==> src/verilog/scp_pkg.sv <==
`default_nettype none
package scp_pkg;
    localparam int CLK_NS = 10;
    localparam int SETTLE_US = 250;
    localparam int SETTLE_CYC = SETTLE_US * 1000 / CLK_NS;
    localparam int WORD_BITS = 16;
    localparam int NCH = 4;
    localparam int BIT_RW = 15;
    localparam int BIT_BANK = 14;
    localparam int CH_LSB = 12;
    localparam int DSEL_LSB = 8;
    localparam int V_LSB = 4;
    localparam int D_SHUT = 3;
    localparam int D_GLOB = 2;
    localparam int D_INIT = 0;
    localparam int D_QUAL = 5;
    localparam logic [3:0] CODE_PASS = 4'hf;
    localparam logic [3:0] OFF_STATE = 4'h0;
    localparam logic [3:0] OFF_CODE = 4'h4;
    localparam logic [3:0] OFF_READY = 4'h8;
    localparam logic [3:0] OFF_FILT = 4'hc;
    localparam logic [15:0] RST_CODE = 16'h0000;
    localparam logic [3:0] RST_EN = 4'h0;

    typedef enum logic [2:0] {
        ST_WAIT = 3'b001,
        ST_SHIFT = 3'b010,
        ST_DONE = 3'b100
    } scp_state_t;

    typedef struct packed {
        scp_state_t st;
        logic sclkPrev;
        logic [4:0] bitCnt;
        logic [15:0] shreg;
        logic rdAct;
        logic [7:0] stat;
        logic odEn;
        logic odLvl;
        logic [3:0] en;
        logic [15:0] code;
        logic [3:0] pass;
        logic start;
        logic initDone;
        logic stagger;
        logic [3:0][15:0] settle;
        logic [3:0] ready;
        logic [15:0] filt;
        logic waitReq;
        logic [31:0] rdata;
    } scp_regs_t;

    // Header byte: device select and bank must both match
    function automatic logic addr_hit(input logic [7:0] hdr,
        input logic bank, input logic [3:0] dev);
        addr_hit = (hdr[3:0] == dev) && (hdr[6] == bank);
    endfunction : addr_hit
endpackage : scp_pkg
`default_nettype wire

==> src/verilog/scp_port.sv <==
// How it works
// (RQ1) Frame sync and command input are taken on falling serial clock edges; frame sync is acted on as a level at every ref_clk edge.
// (RQ2) Master pulses frame sync before shifting each command word.
// (RQ3) While frame sync is high, bit and frame counters are held reset.
// (RQ4) First falling edge after sync takes bit 15; rest follow MSB first.
// (RQ5) Upper byte is address and command; lower byte is data.
// (RQ6) Read/write flag picks whether data is written or status returned.
// (RQ7) Only words whose bank bit equals the bank select input are served.
// (RQ8) Two channel select bits pick exactly one of four channels.
// (RQ9) Four-bit device select must equal the device code, else ignored.
// (RQ10) Write with data bit 3 set shuts down the addressed channel.
// (RQ11) Data bit 2 programs all outputs to the code and starts them together.
// (RQ12) Bit 0 with bit 5 initialises clocks once until full restart.
// (RQ13) Pass-through holds the channel switch fully on, no switching.
// (RQ14) Status read returns zero only when the channel is in regulation.
// (RQ15) Not ready: disabled, duty extreme, overcurrent, moving, or overtemp.
// (RQ16) Ready may lag settling by up to 250 us after a new target.
// (RQ17) Master polls a channel no more often than every 500 us.
// (RQ18) Word: rw, bank, channel[1:0], device select, code, shut, glob, -, init.
// (RQ19) Codes 0 to E give 7.5 V to 13.1 V in 0.4 V steps; F passes through.
// (RQ20) Initialise clears codes, disables outputs, staggers low-bank ramp.
// (RQ21) Status read is a read command with don't-care data byte.
// (RQ22) During read data half, status drives open drain MSB first.
// (RQ23) Mismatched words change nothing and leave the output released.
`timescale 1ns/1ps
`default_nettype none
module scp_port
    import scp_pkg::*;
#(
    parameter logic [3:0] DEVICE_CODE = 4'h5, // Arbitrary value
    parameter logic [15:0] SETTLE_CYCLES = 16'(scp_pkg::SETTLE_CYC)
) (
    input wire logic ref_clk,
    input wire logic reset,
    input wire logic serialClk,
    input wire logic frameSync,
    input wire logic commandInput,
    input wire logic bankSelectInput,
    input wire logic statusOutIn,
    output logic statusOut,
    output logic statusOutEn,
    input wire logic [scp_pkg::NCH-1:0] chanInReg,
    input wire logic [scp_pkg::NCH-1:0] dutyExtreme,
    input wire logic [scp_pkg::NCH-1:0] overCurrent,
    input wire logic overTemp,
    output logic [scp_pkg::NCH-1:0] chanEnable,
    output logic [15:0] chanCode,
    output logic [scp_pkg::NCH-1:0] passThrough,
    output logic globalStart,
    output logic initDone,
    output logic rampStagger,
    input wire logic [3:0] avs_address,
    input wire logic avs_read,
    input wire logic avs_write,
    input wire logic [31:0] avs_writedata,
    input wire logic [3:0] avs_byteenable,
    output logic [31:0] avs_readdata,
    output logic avs_waitrequest
);
    import scp_pkg::*;

    scp_regs_t r_r;
    scp_regs_t r_nxt;
    logic [3:0] syncQ;
    logic sclkS;
    logic fsS;
    logic dinS;
    logic bankS;
    logic fall;
    logic [15:0] word;
    logic hit8;
    logic hitW;
    logic wrExec;
    logic initNow;
    logic [1:0] wc;
    logic [7:0] d;

    if (SETTLE_CYCLES == 16'h0000)
    begin : g_bad_settle
        $error("scp_port: settle count must be nonzero");
    end

    scp_sync #(
        .W(4)
    ) u_sync (
        .ref_clk(ref_clk),
        .reset(reset),
        .async({serialClk, frameSync, commandInput, bankSelectInput}),
        .stable(syncQ)
    );
    assign sclkS = syncQ[3];
    assign fsS = syncQ[2];
    assign dinS = syncQ[1];
    assign bankS = syncQ[0];

    // Nonzero while not settled; each cause has its own bit
    function automatic logic [7:0] chan_status(input scp_regs_t s,
        input logic [1:0] c, input logic inReg, input logic duty,
        input logic ovc, input logic ovt);
        chan_status = {ovt, ovc, duty, ~s.en[c], |s.settle[c], ~inReg,
            2'b00}; // [RQ15]
    endfunction : chan_status

    // Status byte goes out MSB first on the following edges
    function automatic logic [7:0] status_of(input scp_regs_t s,
        input logic [1:0] c, input logic [3:0] ir, input logic [3:0] du,
        input logic [3:0] oc, input logic ot);
        status_of = chan_status(s, c, ir[c], du[c], oc[c], ot);
    endfunction : status_of

    always_comb
    begin
        r_nxt = r_r;
        r_nxt.sclkPrev = sclkS;
        r_nxt.start = 1'b0;
        r_nxt.odLvl = 1'b0;
        fall = r_r.sclkPrev & ~sclkS; // [RQ1]
        word = {r_r.shreg[14:0], dinS}; // [RQ4]
        hit8 = addr_hit(word[7:0], bankS, DEVICE_CODE); // [RQ7] [RQ9]
        hitW = addr_hit(word[15:8], bankS, DEVICE_CODE); // [RQ5]
        wc = word[CH_LSB+1:CH_LSB]; // [RQ8] [RQ18]
        d = word[7:0];
        wrExec = 1'b0;
        initNow = 1'b0;

        // Countdown models the noise filter lag on ready
        for (int i = 0; i < NCH; i++)
        begin
            if (r_r.settle[i] != 16'h0000)
            begin
                r_nxt.settle[i] = r_r.settle[i] - 16'h0001; // [RQ16]
            end
            r_nxt.ready[i] = (status_of(r_r, 2'(i), chanInReg,
                dutyExtreme, overCurrent, overTemp) == 8'h00); // [RQ14]
        end

        if (fsS)
        begin
            r_nxt.st = ST_WAIT; // [RQ3]
            r_nxt.bitCnt = 5'd0; // [RQ3]
            r_nxt.rdAct = 1'b0;
            r_nxt.odEn = 1'b0;
        end
        else
        begin
            unique case (r_r.st)
                ST_WAIT, ST_SHIFT:
                begin
                    if (fall)
                    begin
                        r_nxt.st = ST_SHIFT;
                        r_nxt.shreg = word; // [RQ4]
                        r_nxt.bitCnt = r_r.bitCnt + 5'd1;
                        if (r_r.bitCnt == 5'd7)
                        begin
                            // Read needs bit 15 set and a matching header
                            if (word[7] && hit8)
                            begin
                                r_nxt.rdAct = 1'b1; // [RQ6]
                                r_nxt.stat = status_of(r_r, word[5:4],
                                    chanInReg, dutyExtreme, overCurrent,
                                    overTemp); // [RQ14]
                                r_nxt.odEn = ~r_nxt.stat[7]; // [RQ22]
                            end
                            else
                            begin
                                r_nxt.rdAct = 1'b0; // [RQ23]
                                r_nxt.odEn = 1'b0;
                            end
                        end
                        else if (r_r.bitCnt == 5'd15)
                        begin
                            r_nxt.st = ST_DONE;
                            r_nxt.rdAct = 1'b0;
                            r_nxt.odEn = 1'b0; // [RQ22]
                            wrExec = ~word[BIT_RW] & hitW; // [RQ6] [RQ23]
                        end
                        else if (r_r.rdAct)
                        begin
                            r_nxt.stat = {r_r.stat[6:0], 1'b0};
                            r_nxt.odEn = ~r_r.stat[6]; // [RQ22]
                        end
                    end
                end
                ST_DONE:
                begin
                    r_nxt.odEn = 1'b0;
                end
                default:
                begin
                    r_nxt.st = ST_DONE;
                end
            endcase
        end

        if (wrExec)
        begin
            initNow = d[D_INIT] & d[D_QUAL] & ~r_r.initDone; // [RQ12]
            if (initNow)
            begin
                r_nxt.initDone = 1'b1; // [RQ12]
                r_nxt.en = RST_EN; // [RQ20]
                r_nxt.code = RST_CODE; // [RQ20]
                r_nxt.stagger = ~bankS; // [RQ20]
            end
            else if (d[D_SHUT])
            begin
                r_nxt.en[wc] = 1'b0; // [RQ10]
            end
            else if (d[D_GLOB])
            begin
                r_nxt.code = {NCH{d[7:V_LSB]}}; // [RQ11]
                r_nxt.en = 4'hf; // [RQ11]
                r_nxt.start = 1'b1;
                for (int i = 0; i < NCH; i++)
                begin
                    r_nxt.settle[i] = r_r.filt; // [RQ16]
                end
            end
            else
            begin
                r_nxt.code[wc*4+:4] = d[7:V_LSB]; // [RQ19]
                r_nxt.en[wc] = 1'b1;
                r_nxt.settle[wc] = r_r.filt; // [RQ16]
            end
        end

        for (int i = 0; i < NCH; i++)
        begin
            r_nxt.pass[i] = r_nxt.en[i] &
                (r_nxt.code[i*4+:4] == CODE_PASS); // [RQ13] [RQ19]
        end

        // Slave answers one cycle after the request, writes land at release
        if (r_r.waitReq && (avs_read || avs_write))
        begin
            r_nxt.waitReq = 1'b0;
            unique case (avs_address)
                OFF_STATE: r_nxt.rdata = {22'h0, r_r.stagger, r_r.initDone,
                    r_r.pass, r_r.en};
                OFF_CODE: r_nxt.rdata = {16'h0, r_r.code};
                OFF_READY: r_nxt.rdata = {28'h0, r_r.ready};
                OFF_FILT: r_nxt.rdata = {16'h0, r_r.filt};
                default: r_nxt.rdata = 32'h0;
            endcase
        end
        else
        begin
            r_nxt.waitReq = 1'b1;
            if (!r_r.waitReq && avs_write && avs_address == OFF_FILT)
            begin
                if (avs_byteenable[0])
                begin
                    r_nxt.filt[7:0] = avs_writedata[7:0];
                end
                if (avs_byteenable[1])
                begin
                    r_nxt.filt[15:8] = avs_writedata[15:8];
                end
            end
        end
    end

    always_ff @(posedge ref_clk or posedge reset)
    begin
        if (reset)
        begin
            r_r <= '0;
            r_r.st <= ST_DONE;
            r_r.filt <= SETTLE_CYCLES;
            r_r.waitReq <= 1'b1;
        end
        else
        begin
            r_r <= r_nxt;
        end
    end

    assign statusOut = r_r.odLvl;
    assign statusOutEn = r_r.odEn;
    assign chanEnable = r_r.en;
    assign chanCode = r_r.code;
    assign passThrough = r_r.pass;
    assign globalStart = r_r.start;
    assign initDone = r_r.initDone;
    assign rampStagger = r_r.stagger;
    assign avs_readdata = r_r.rdata;
    assign avs_waitrequest = r_r.waitReq;
endmodule : scp_port
`default_nettype wire

==> src/verilog/scp_sync.sv <==
`timescale 1ns/1ps
`default_nettype none
module scp_sync #(
    parameter int W = 4
) (
    input wire logic ref_clk,
    input wire logic reset,
    input wire logic [W-1:0] async,
    output logic [W-1:0] stable
);
    typedef struct packed {
        logic [W-1:0] s1;
        logic [W-1:0] s2;
        logic [W-1:0] s3;
        logic [W-1:0] q;
    } scp_sync_t;

    scp_sync_t r_r;
    scp_sync_t r_nxt;

    if (W < 1)
    begin : g_bad_width
        $error("scp_sync: width must be positive");
    end

    // Stage one feeds stage two only; a change counts when two and three agree
    always_comb
    begin
        r_nxt = r_r;
        r_nxt.s1 = async;
        r_nxt.s2 = r_r.s1;
        r_nxt.s3 = r_r.s2;
        for (int i = 0; i < W; i++)
        begin
            if (r_r.s2[i] == r_r.s3[i])
            begin
                r_nxt.q[i] = r_r.s3[i];
            end
        end
    end

    always_ff @(posedge ref_clk or posedge reset)
    begin
        if (reset)
        begin
            r_r <= '0;
        end
        else
        begin
            r_r <= r_nxt;
        end
    end

    assign stable = r_r.q;
endmodule : scp_sync
`default_nettype wire
==> config.mk <==
export PLATFORM = sky130hd
export DESIGN_NAME = scp_port
export DESIGN_NICKNAME = d
export VERILOG_FILES = /design/src/verilog/scp_pkg.sv /design/src/verilog/scp_port.sv /design/src/verilog/scp_sync.sv
export SDC_FILE = /design/constraint.sdc
export NUM_CORES = 1
export LEC_CHECK = 0
export BUFFER_PORTS_ARGS = -buffer_cell sky130_fd_sc_hd__buf_4
export CAP_MARGIN = 20
export CORE_ASPECT_RATIO = 1.1
export CORE_MARGIN = 5
export CORE_UTILIZATION = 50
export DETAILED_ROUTE_END_ITERATION = 8
export PLACE_DENSITY_LB_ADDON = 0.08
export SYNTH_ARGS = -nofsm -noshare
export SYNTH_HDL_FRONTEND = slang
export SYNTH_HIERARCHICAL = 1
export SYNTH_SLANG_ARGS = --single-unit
export TNS_END_PERCENT = 100
==> constraint.sdc <==
create_clock -name ref_clk -period 4.77 [get_ports ref_clk]
set_input_delay 0.2385 -clock ref_clk [delete_from_list [all_inputs] [get_ports ref_clk]]
set_output_delay 0.2385 -clock ref_clk [all_outputs]
set_load 0.05 [all_outputs]
# Word level (Yosys, flattened, before mapping)
# Cells that the tools add are included.
word_totals:
  ff_bits: 195
  in_bits: 62
  wordCells: 191
op_classes:
  add_sub_neg: 6
  order_cmp: 3
  eq_ne: 25
  n_shift: 2
  muxes: 59
  n_bitwise: 29
  n_reduce_logical: 38
ops:
  columns: ["op", "n"]
  rows:
  - ["64-bit 2-to-1 mux", 3]
  - ["16-bit 2-to-1 mux", 7]
  - ["16-bit OR reduction", 5]
  - ["67-bit 2-to-1 mux", 1]
  - ["64-bit bitwise mux", 1]
  - ["16-bit one-hot mux with 4 select lines", 1]
  - ["16-bit nonzero test", 4]
  - ["16-bit by 1-bit subtractor with 16-bit output, second input constant", 4]
  - ["20-bit 2-to-1 mux", 3]
  - ["4-bit negation with 34-bit output", 1]
  - ["4-bit by 34-bit variable shift with 16-bit output, first input constant", 1]
  - ["4-bit by 34-bit indexed part select with 16-bit output", 1]
  - ["16-bit binary-select mux with 2-bit select", 1]
  - ["16-bit demux with 2-bit select", 1]
  - ["31-bit 2-to-1 mux", 1]
  - ["30-bit 2-to-1 mux", 1]
  - ["4-bit equality test, second input constant", 6]
  - ["6-bit logical NOT", 4]
  - ["1-bit 2-to-1 mux", 20]
  - ["1-bit inverter", 18]
  - ["16-bit bitwise mux", 1]
  - ["8-bit 2-to-1 mux", 2]
  - ["3-bit AND reduction", 5]
  - ["4-bit by 3-bit equality test with 1-bit output, second input constant", 3]
  - ["other kinds (36)", 67]

# Depth between registers and ports, before layout
# Gate-level depths: netlist (run 1).
depth:
  depth_word: 11
  depth_mapped: 10
  mapped_depth_nobuf: 8

# Cells and area by module
# Netlist (run 1), hierarchy kept.
by_module_without_submodules:
  columns: ["module", "n_inst", "cells_per_inst", "area_each_um2", "seq_area_each_um2"]
  rows:
  - ["scp_port", 1, 914, 8824.7, 3988.8]
  - ["scp_sync", 1, 25, 479.2, 400.4]

# Least setup slack after synthesis (run 1)
# No wires, ideal clock.
synth_path:
  kind: "register to register"
  startpoint: "reg r_r[171] in the netlist's numbering"
  endpoint: "reg r_r[75] in the netlist's numbering"
  t_arrival_ns: 2.143
  t_required_ns: 4.644
  path_slack_ns: 2.501
  path_stages_with_launch: 11
  path_buffers: 3
  period_less_slack_ns: 2.269
  path_cell_list: "dfrtp_1 > ha_1 > and3_1 > ha_1 > nand4_1 > buf_2 > nor3_2 > o21ai_1 > buf_2 > buf_2 > a21oi_1"
synth_rtl:
  columns: ["element", "line_no", "text"]
  rows:
  - ["start: declaration", "scp_port.sv:62", "scp_regs_t r_r;"]
  - ["start signal: assignment", "scp_port.sv:275", "r_r <= r_nxt;"]

==> impl_metrics.csv, run 1 <==
group,metric,value,unit
run_status,outcome,"finished, final reports clean",
setup_path,regToRegSetupSlack,1.80,ns
routing,drt-pass1-iter-count,5,
sta,relSlewSlack,50.78,%
sta,hold_violations,0,
sta,setup_slack,1.803,ns
logic_synthesis,yosys.area_share.simple,18.85,%
final_layout,final_cell_mix,"dfrtp_1, nand2_1, nor2_1, buf_4, a21oi_1",
final_layout,num_antenna_cells,0,
job,cap_violations,0,
routing,routed-via-count,6809,
floorplanning,chip_width,140.1,microns
setup_path,crit_path_start_kind,"flop",
setup_path,worst-endpoint-arrival,3.33,ns
grt,global_route_wire_length_before_repair,37.27,mm
min_path,min_to,"r_r[39]",
setup_path,worstReg2RegEnd,"passThrough[1]",
routing,finalWirelength,23.60,mm
sta,finalSetupViolations,0,
place,half_perimeter_wire_length_after_placement,16.82,mm
logic_synthesis,synth_adder_area_share,2.905,%
clock_network,cts_tree,"built",
place,placed_cells,1192,
sta,fin_worst_skew,0.009723,ns
logic_synthesis,seq_area_frac_synth,47.18,%
clock_network,clkTransAtPathRegs,0.07,ns
logic_synthesis,syn_area,9304,sq um
routing,count_of_routing_violations_after_the_opening_detailed_route_iteration,442,
sta,setup_total_negative_slack,0,ns
floorplanning,start_util,50.71,%
power,power-per-cell-area,340.0,nW/um^2
setup_path,capturing_element_type_of_the_critical_path,"flop",
logic_synthesis,post_synth_mux_area_share,7.033,%
min_path,worstHoldPathCells,2,
setup_path,worst_ep_required_time,5.14,ns
clock_network,post-cts-setup-buffer-count,0,
sta,tightestPinTransition,0.7383,ns
clock_network,maximum_buffer_depth_of_the_clock_tree,2,
logic_synthesis,post_synthesis_share_of_cell_area_spent_on_xor_and_xnor_gates,5.352,%
grt,grt_start_max_net_pins,79,
routing,postRouteAntennaNets,0,
logic_synthesis,synth_top_family_by_area,"simple AND/OR/NAND/NOR gates",
clock_network,cts-root-buf,"clkbuf_16",
floorplanning,num_rows,52,
sta,timing.fmax,337.1,MHz
floorplanning,fp.coreArea,18350,sq um
min_path,worst_hold_path_type,"in -> reg",
power,peakVddDrop,0.0002814,V
logic_synthesis,synthesized_area_fraction_occupied_by_ao_oa_aoi_and_oai_cells,10.99,%
setup_path,r2r.worst_path.cells,9,
clock_network,post_cts_resize_count,0,
place,detailedPlace.worstSlack,1.850,ns
place,port_buffers,87,
final_layout,mostFrequentLayoutCell,"dfrtp_1",
power,static-leakage-power,4.951,nW
routing,viasPerCell,5.540,
final_layout,post_route_cells_drive_above_1_share,20.49,%
min_path,hold_path.startpoint,"avs_writedata[6]",
sta,rsz0062_at_grt,"no",
logic_synthesis,synth_cell_types,70,
final_layout,post_layout_nonfiller_instances,1229,
place,finalWeightedCongestion,0.8883,
logic_synthesis,synthesis.instances,939,
sta,final.period_utilization,62.19,%
clock_network,cts_made_buffers,17,
sta,finalMaxSlewViolations,0,
power,power_consumption,0.003552,W
routing,remaining_drc_errors,0,
logic_synthesis,synth.ff_latch_count,175,
floorplanning,ios,124,
grt,grt_antenna_before_repair,0,
floorplanning,floorplan.die_area,21440,sq um
setup_path,worstReg2RegStart,"r_r[171]",
logic_synthesis,synthArstFlopShare,100.0,%
clock_network,clock_insertion_delay_worst_skew,0.43,ns
clock_network,htree_levels,4,
logic_synthesis,synth_warnings,6,
logic_synthesis,postSynthAreaPerCell,9.908,sq um
sta,fin_crit,2.967,ns
setup_path,worst-setup-path-type,"reg -> reg",
routing,drt-wirelength-per-cell,19.20,microns
clock_network,cts.sink_count,175,
logic_synthesis,synth-edff-count,0,
grt,global_route.usage.total,22.22,%
final_layout,layout.nets,1053,
setup_path,crit_fanout,32,
floorplanning,die_h,153.1,microns
logic_synthesis,synth_flop_cell,"dfrtp_1",
final_layout,synthToLayoutAreaGrowth,12.26,%
grt,via_count_of_the_first_global_routing_pass,6531,
grt,global_route.overflow_total,0,
==> cell usage after synthesis (12+ instances only) <==
master | n | area (sq um)
dfrtp_1 | 167 | 4179
nand2_1 | 105 | 394.1
nor2_1 | 100 | 375.4
buf_4 | 61 | 457.9
a21oi_1 | 55 | 275.3
o21ai_0 | 53 | 265.3
xnor2_1 | 28 | 245.2
xor2_1 | 27 | 236.5
mux2_2 | 25 | 281.5
clkbuf_1 | 24 | 90.09
nor3_1 | 24 | 120.1
inv_1 | 22 | 82.58
a22o_1 | 18 | 157.7
ha_1 | 18 | 225.2
mux2i_1 | 17 | 170.2
nand3_1 | 14 | 70.07
buf_2 | 13 | 65.06
nand4_1 | 12 | 75.07
==> cell families (layout without fill, tap and decap cells) <==
logic type                 Yosys count  count (layout)
muxes                               52              52
DFF                                175             175
other                                1              17
buffers and inverters              124             155
AOI/OAI and AO/OA                  167             167
and+or+nand+nor                    342             342
xor gates and xnor gates            56              56
adders and majority gates           22              22
==> registers in the layout (all words and copies together), names as in the netlist <==
signal,cells
u_sync/r_r,4
avs_waitrequest,1
passThrough,4
chanCode,16
statusOutEn,1
rampStagger,1
chanEnable,4
r_r,107
u_sync/r_nxt,8
u_sync/stable,4
initDone,1
globalStart,1
avs_readdata,16
d,7
==> stage by stage <==
step | hold slack, ns | util (%) | instance area [sq um]
floorplan | 0.1522 | - | 9364
global placement | 0.3322 | 53.31 | 9781
detailed placement | 0.3347 | 53.31 | 9781
CTS | 0.01804 | 56.93 | 10450
global route | 0.02746 | 56.93 | 10450
finish | 0.03472 | 56.93 | 10450
==> how the worst max path moves through the flow <==
| stage | start | to | slack [ns] | depth (start not counted) |
|---|---|---|---|---|
| 2_1_floorplan | reset | avs_readdata[0] | 0.25 | 1 |
| 3_3_place_gp | r_r[171] | passThrough[1] | 1.86 | 9 |
| 3_5_place_dp | r_r[171] | passThrough[1] | 1.85 | 9 |
| 4_1_cts | r_r[171] | passThrough[1] | 1.82 | 9 |
| 5_1_grt | r_r[171] | passThrough[1] | 1.54 | 9 |
| 6_report | r_r[171] | passThrough[1] | 1.80 | 9 |
==> routing by layer <==
layer / global-route usage (%) / share of wire [%] / wire length, microns
met2: 36.03 / 49 / 11600
met1: 31.11 / 46 / 10750
met4: 6.045 / 1.8 / 416
met5: 0 / 0 / 0
met3: 3.688 / 3.5 / 830
==> power by group <==
group | internal [W] | switching [W] | total [W]
Sequential | 0.00155 | 0.000160 | 0.00171
Combinational | 0.000151 | 0.000230 | 0.000380
Clock | 0.000803 | 0.000660 | 0.00146
Total | 0.00250 | 0.00105 | 0.00355
==> worst max-delay path, cell delays in order (launching register included) <==
cell and delay, ns:
dfrtp_1 0.39, ha_1 0.21, and3_1 0.17, ha_1 0.31, nand4_1 0.60, nor3_2 0.47
o21ai_2 0.09, buf_4 0.25, a22oi_1 0.21, and4_1 0.20
==> area by class of cell <==
class	instances	area, sq um
fillers	1684	7903
clock inverters	15	188.9
flip-flops and latches	175	4389
well taps	243	304.0
clock buffers	17	425.4
repair buffers	101	770.7
multi-input cells	656	4279
inverters	22	87.58
==> what timing repair did <==
item / CTS / global route
endpoints found under the setup margin: 0 / 0
hold buffers: 5 / 0
hold endpoints to repair: 92 / 0
(Power assumes the default switching activity.)
==> run 2, diff against run 1 <==
clock period = 2.7 ns   (was 4.77 ns; I/O delays follow)
==> run 2 against run 1 <==
Clock power is 76% higher. Die area is the same. Non-clock buffer count increased by 42. Routed wire length rose by 1.7%. Sequential power grew 74%. First-iteration DRC count fell by 12%. Core utilization up 2.2 points. Largest cell class unchanged. Highest routed layer unchanged.
==> impl_metrics.csv, run 2 (synthesized netlist as in run 1, its figures left out) <==
group,metric,value,unit
routing,count_of_routing_violations_after_the_opening_detailed_route_iteration,389,
clock_network,cts_made_buffers,17,
sta,tightestPinTransition,0.8666,ns
floorplanning,fp.coreArea,18350,sq um
final_layout,synthToLayoutAreaGrowth,16.58,%
clock_network,clkTransAtPathRegs,0.07,ns
power,netSwitchingFraction,29.31,%
final_layout,final_cell_mix,"dfrtp_1, buf_4, nand2_1, nor2_1, a21oi_1",
setup_path,worst_ep_required_time,3.04,ns
clock_network,htree_levels,4,
setup_path,crit_fanout,6,
min_path,min_to,"r_r[51]",
power,power-per-cell-area,583.8,nW/um^2
place,finalWeightedCongestion,0.9101,
routing,drt-pass1-iter-count,5,
sta,finalSetupViolations,0,
sta,relSlewSlack,42.22,%
place,half_perimeter_wire_length_after_placement,17.47,mm
floorplanning,floorplan.die_area,21440,sq um
final_layout,mostFrequentLayoutCell,"dfrtp_1",
job,cap_violations,0,
routing,m1WireLength,10.50,mm
power,p_sw,0.001856,W
sta,final.period_utilization,90.55,%
grt,grt_antenna_before_repair,0,
floorplanning,num_rows,52,
sta,setup_total_negative_slack,0,ns
final_layout,largest_reg_flops,107,
routing,route.met2.wl,11.93,mm
power,power.internal,0.004476,W
run_status,outcome,"finished, final reports clean",
setup_path,worstReg2RegStart,"r_r[167]",
routing,routed-via-count,6957,
grt,global_route_wire_length_before_repair,38.29,mm
place,port_buffers,87,
clock_network,cts.sink_count,175,
power,power_consumption,0.006332,W
min_path,worst_hold_path_type,"in -> reg",
min_path,hold_path.startpoint,"dutyExtreme[2]",
setup_path,r2r.worst_path.cells,8,
final_layout,post_layout_nonfiller_instances,1271,
sta,fin_crit,2.445,ns
sta,rsz0062_at_grt,"no",
clock_network,maximum_buffer_depth_of_the_clock_tree,2,
grt,via_count_of_the_first_global_routing_pass,6905,
power,static-leakage-power,5.154,nW
floorplanning,die_h,153.1,microns
clock_network,post-cts-setup-buffer-count,0,
routing,drt-wirelength-per-cell,18.89,microns
final_layout,post_route_cells_drive_above_1_share,22.08,%
sta,timing.fmax,409.0,MHz
clock_network,cts-root-buf,"clkbuf_16",
setup_path,crit_path_start_kind,"flop",
sta,fin_worst_skew,0.01409,ns
routing,remaining_drc_errors,0,
power,share_clk_of_total_power,40.5,%
clock_network,cts_tree,"built",
setup_path,worst-endpoint-arrival,2.79,ns
grt,grt_start_max_net_pins,99,
routing,met3WireLength,1.049,mm
grt,global_route.overflow_total,0,
setup_path,worstReg2RegEnd,"passThrough[0]",
power,peakVddDrop,0.0005032,V
power,power_frac_comb,12.6,%
min_path,worstHoldPathCells,4,
sta,finalMaxSlewViolations,0,
routing,postRouteAntennaNets,0,
floorplanning,start_util,50.71,%
clock_network,clock_insertion_delay_worst_skew,0.43,ns
routing,top_layer_used_by_detailed_routing,"met4",
setup_path,capturing_element_type_of_the_critical_path,"flop",
grt,global_route.usage.total,22.87,%
routing,viasPerCell,5.474,
clock_network,post_cts_resize_count,0,
final_layout,layout.nets,1095,
final_layout,num_antenna_cells,0,
setup_path,worst-setup-path-type,"reg -> reg",
final_layout,largest-register,"r_r",
floorplanning,ios,124,
floorplanning,chip_width,140.1,microns
clock_network,cts_hold_repair.buffers,22,
routing,finalWirelength,24.00,mm
final_layout,final_core_utilization,59.12,%
sta,hold_violations,0,
setup_path,regToRegSetupSlack,0.26,ns
place,placed_cells,1217,
power,seq_power_share,46.9,%
run 2: through the flow:
stage	worst slack [ns]	hold slack (ns)	instance area [sq um]
after floorplan	0.4312	0.04874	9368
after global placement	0.3582	0.2152	10020
after detailed placement	0.3265	0.2139	10020
after CTS	0.3131	0.01908	10850
after global routing	0.08589	0.02537	10850
final	0.2551	0.03837	10850
run 2: layout make-up:
| cell class | instances | area [sq um] |
|---|---|---|
| clock buffers | 17 | 425.4 |
| clock inverters | 15 | 183.9 |
| fillers | 1637 | 7501 |
| inverters | 22 | 86.33 |
| multi-input cells | 656 | 4279 |
| flip-flops and latches | 175 | 4389 |
| well taps | 243 | 304.0 |
| repair buffers | 143 | 1179 |
run 2: worst max path at each step:
stage                           from              to  cells after the start
detailed placement  u_sync/stable[2]         r_r[89]                      7
CTS                 u_sync/stable[2]         r_r[89]                      7
finish                      r_r[167]  passThrough[0]                      8
global route                r_r[167]  passThrough[0]                      8
global placement            r_r[171]     statusOutEn                      9
floorplan                   r_r[171]         r_r[75]                     10
run 2: metal layers:
layer | track usage (%) | vias up
li1 | - | 3338
met1 | 30.70 | 3413
met2 | 37.84 | 169
met3 | 4.250 | 37
met4 | 7.153 | 0
met5 | 0 | -
run 2: power by group through the flow:
stage          Clock [W]  Combinational [W]  Sequential [W]
2_1_floorplan          0           0.000592         0.00288
3_5_place_dp           0           0.000766         0.00302
5_1_grt          0.00273           0.000871         0.00299
3_3_place_gp           0           0.000766         0.00302
6_report         0.00257           0.000795         0.00297
4_1_cts          0.00261           0.000799         0.00297
run 2: critical path, stage by stage, from the launching register on:
cell,delay (ns)
dfrtp_1,0.43
inv_1,0.20
ha_1,0.31
or3b_2,0.47
a21oi_1,0.29
o21ai_0,0.14
o21ai_0,0.26
nand4_1,0.13
a21oi_1,0.15
==> run 3, diff against run 2 <==
CAP_MARGIN = not set   (was 20)
CELL_PAD_IN_SITES_DETAIL_PLACEMENT = 0   (was not set)
CELL_PAD_IN_SITES_GLOBAL_PLACEMENT = 1   (was not set)
CORE_UTILIZATION = 41   (was 50)
==> run 3 against run 2 <==
Hold slack lost 0.032 ns. Clock skew shrank 0.00095 ns. Core utilization shrank 10 points. Sequential cell count is the same. Routed wire length grew 7.9%. Fmax shrank 4.2%. Clock power shrank 6%. Non-clock buffer count grew 6. Combinational power grew 5.3%. Largest cell class unchanged.
==> impl_metrics.csv, run 3 (synthesized netlist as in run 1, its figures left out) <==
group,metric,value,unit
routing,postRouteAntennaNets,0,
routing,count_of_routing_violations_after_the_opening_detailed_route_iteration,412,
final_layout,layout.nets,1101,
routing,routed-via-count,6872,
power,static-leakage-power,5.163,nW
sta,setup_slack,0.1474,ns
floorplanning,fp.coreArea,22250,sq um
power,peakVddDrop,0.0003913,V
setup_path,crit_fanout,7,
sta,tightestPinTransition,0.8526,ns
final_layout,final_cell_mix,"dfrtp_1, buf_4, nand2_1, nor2_1, a21oi_1",
clock_network,cts.sink_count,175,
setup_path,r2r.worst_path.cells,5,
clock_network,cts_tree,"built",
floorplanning,num_rows,57,
routing,top_layer_used_by_detailed_routing,"met4",
setup_path,worstReg2RegStart,"r_r[73]",
sta,timing.fmax,391.8,MHz
clock_network,cts-root-buf,"clkbuf_16",
setup_path,crit_path_start_kind,"flop",
clock_network,clock_insertion_delay_worst_skew,0.43,ns
grt,via_count_of_the_first_global_routing_pass,6945,
routing,viasPerCell,5.171,
place,finalWeightedCongestion,0.7946,
setup_path,capturing_element_type_of_the_critical_path,"flop",
sta,fin_crit,2.553,ns
final_layout,mostFrequentLayoutCell,"dfrtp_1",
setup_path,path_cells,"or4_1, nor3_2, nand4_1, nor3_1, dlygate4sd3_1",
final_layout,largest_reg_flops,107,
min_path,worst_hold_path_type,"in -> reg",
sta,finalMaxSlewViolations,0,
job,cap_violations,0,
routing,remaining_drc_errors,0,
sta,setup_total_negative_slack,0,ns
power,power-per-cell-area,568.2,nW/um^2
grt,global_route.overflow_total,0,
grt,global_route.usage.total,20.20,%
final_layout,post_layout_nonfiller_instances,1329,
routing,route.met2.wl,12.39,mm
sta,fin_worst_hold_slack,0.006483,ns
setup_path,worst-setup-path-type,"reg -> reg",
clock_network,post-cts-setup-buffer-count,0,
setup_path,regToRegSetupSlack,0.15,ns
routing,m1WireLength,12.42,mm
final_layout,num_antenna_cells,0,
sta,final.period_utilization,94.54,%
grt,global_route_wire_length_before_repair,40.64,mm
clock_network,cts_made_buffers,17,
place,port_buffers,87,
min_path,worstHoldPathCells,4,
sta,rsz0062_at_grt,"no",
setup_path,worst_ep_required_time,3.06,ns
routing,finalWirelength,25.89,mm
floorplanning,start_util,41.81,%
sta,fin_worst_skew,0.01314,ns
sta,relSlewSlack,43.15,%
sta,finalSetupViolations,0,
setup_path,worst-path-buf-inv,1,
place,detailedPlace.worstSlack,0.2494,ns
grt,grt_antenna_before_repair,0,
grt,grt_start_max_net_pins,67,
setup_path,worstReg2RegEnd,"r_r[50]",
setup_path,timing.critical_path.max_delay_family,"simple AND/OR/NAND/NOR gates",
routing,drt-pass1-iter-count,5,
min_path,min_to,"r_r[51]",
floorplanning,chip_width,153.6,microns
setup_path,critical_path.slowest_cell,"or4_1",
place,half_perimeter_wire_length_after_placement,18.78,mm
setup_path,worst-endpoint-arrival,2.91,ns
final_layout,synthToLayoutAreaGrowth,17.40,%
min_path,hold_path.startpoint,"overCurrent[2]",
clock_network,post_cts_resize_count,0,
final_layout,largest-register,"r_r",
setup_path,crit_path_max_incr_delay,0.68,ns
sta,hold_violations,0,
floorplanning,die_h,168.0,microns
routing,met3WireLength,907,microns
clock_network,maximum_buffer_depth_of_the_clock_tree,2,
clock_network,clkTransAtPathRegs,0.07,ns
clock_network,htree_levels,4,
place,placed_cells,1272,
floorplanning,floorplan.die_area,25810,sq um
routing,drt-wirelength-per-cell,19.48,microns
run_status,outcome,"finished, final reports clean",
clock_network,cts_hold_repair.buffers,25,
final_layout,post_route_cells_drive_above_1_share,22.24,%
floorplanning,ios,124,
## run 3: worst min-delay path, delay by kind of cell
family,cells,cell delay (ns)
and+or+nand+nor,3,0.17
buffers and inverters,1,0.09
## run 3: power breakdown
part / switching [W] / total (W) / internal [W]
Sequential: 0.000219 / 0.00295 / 0.00274
Clock: 0.00119 / 0.00241 / 0.00123
Combinational: 0.000502 / 0.000837 / 0.000335
Total: 0.00191 / 0.00621 / 0.00430
## run 3: metal layers
layer / global-route usage, % / vias to the layer above
li1: - / 3360
met1: 28.84 / 3381
met2: 33.16 / 119
met3: 2.850 / 12
met4: 3.994 / 0
met5: 0 / -
## run 3: worst max path at each step
stage | from | depth (start not counted) | slack [ns] | endpoint
after floorplan | r_r[171] | 10 | 0.43 | r_r[75]
after global placement | r_r[171] | 9 | 0.30 | statusOutEn
after detailed placement | r_r[171] | 9 | 0.25 | statusOutEn
after CTS | r_r[73] | 5 | 0.16 | r_r[50]
after global routing | r_r[73] | 5 | 0.009 | r_r[50]
final | r_r[73] | 5 | 0.15 | r_r[50]
## run 3: area by class of cell
| class | count | area [sq um] |
|---|---|---|
| Fill cell | 2167 | 11330 |
| Sequential cell | 175 | 4389 |
| Multi-Input combinational cell | 656 | 4279 |
| Timing Repair Buffer | 149 | 1231 |
| Clock buffer | 17 | 425.4 |
| Tap cell | 295 | 369.1 |
| Clock inverter | 15 | 142.6 |
| Inverter | 22 | 86.33 |
## run 3: metrics by stage
step	cell area [sq um]	power [W]	utilization (%)
6_report	10920	0.006206	49.09
5_1_grt	10920	0.006472	49.09
4_1_cts	10920	0.006290	49.09
3_5_place_dp	10100	0.003825	45.41
3_3_place_gp	10100	0.003827	45.41
2_1_floorplan	9368	0.003469	-
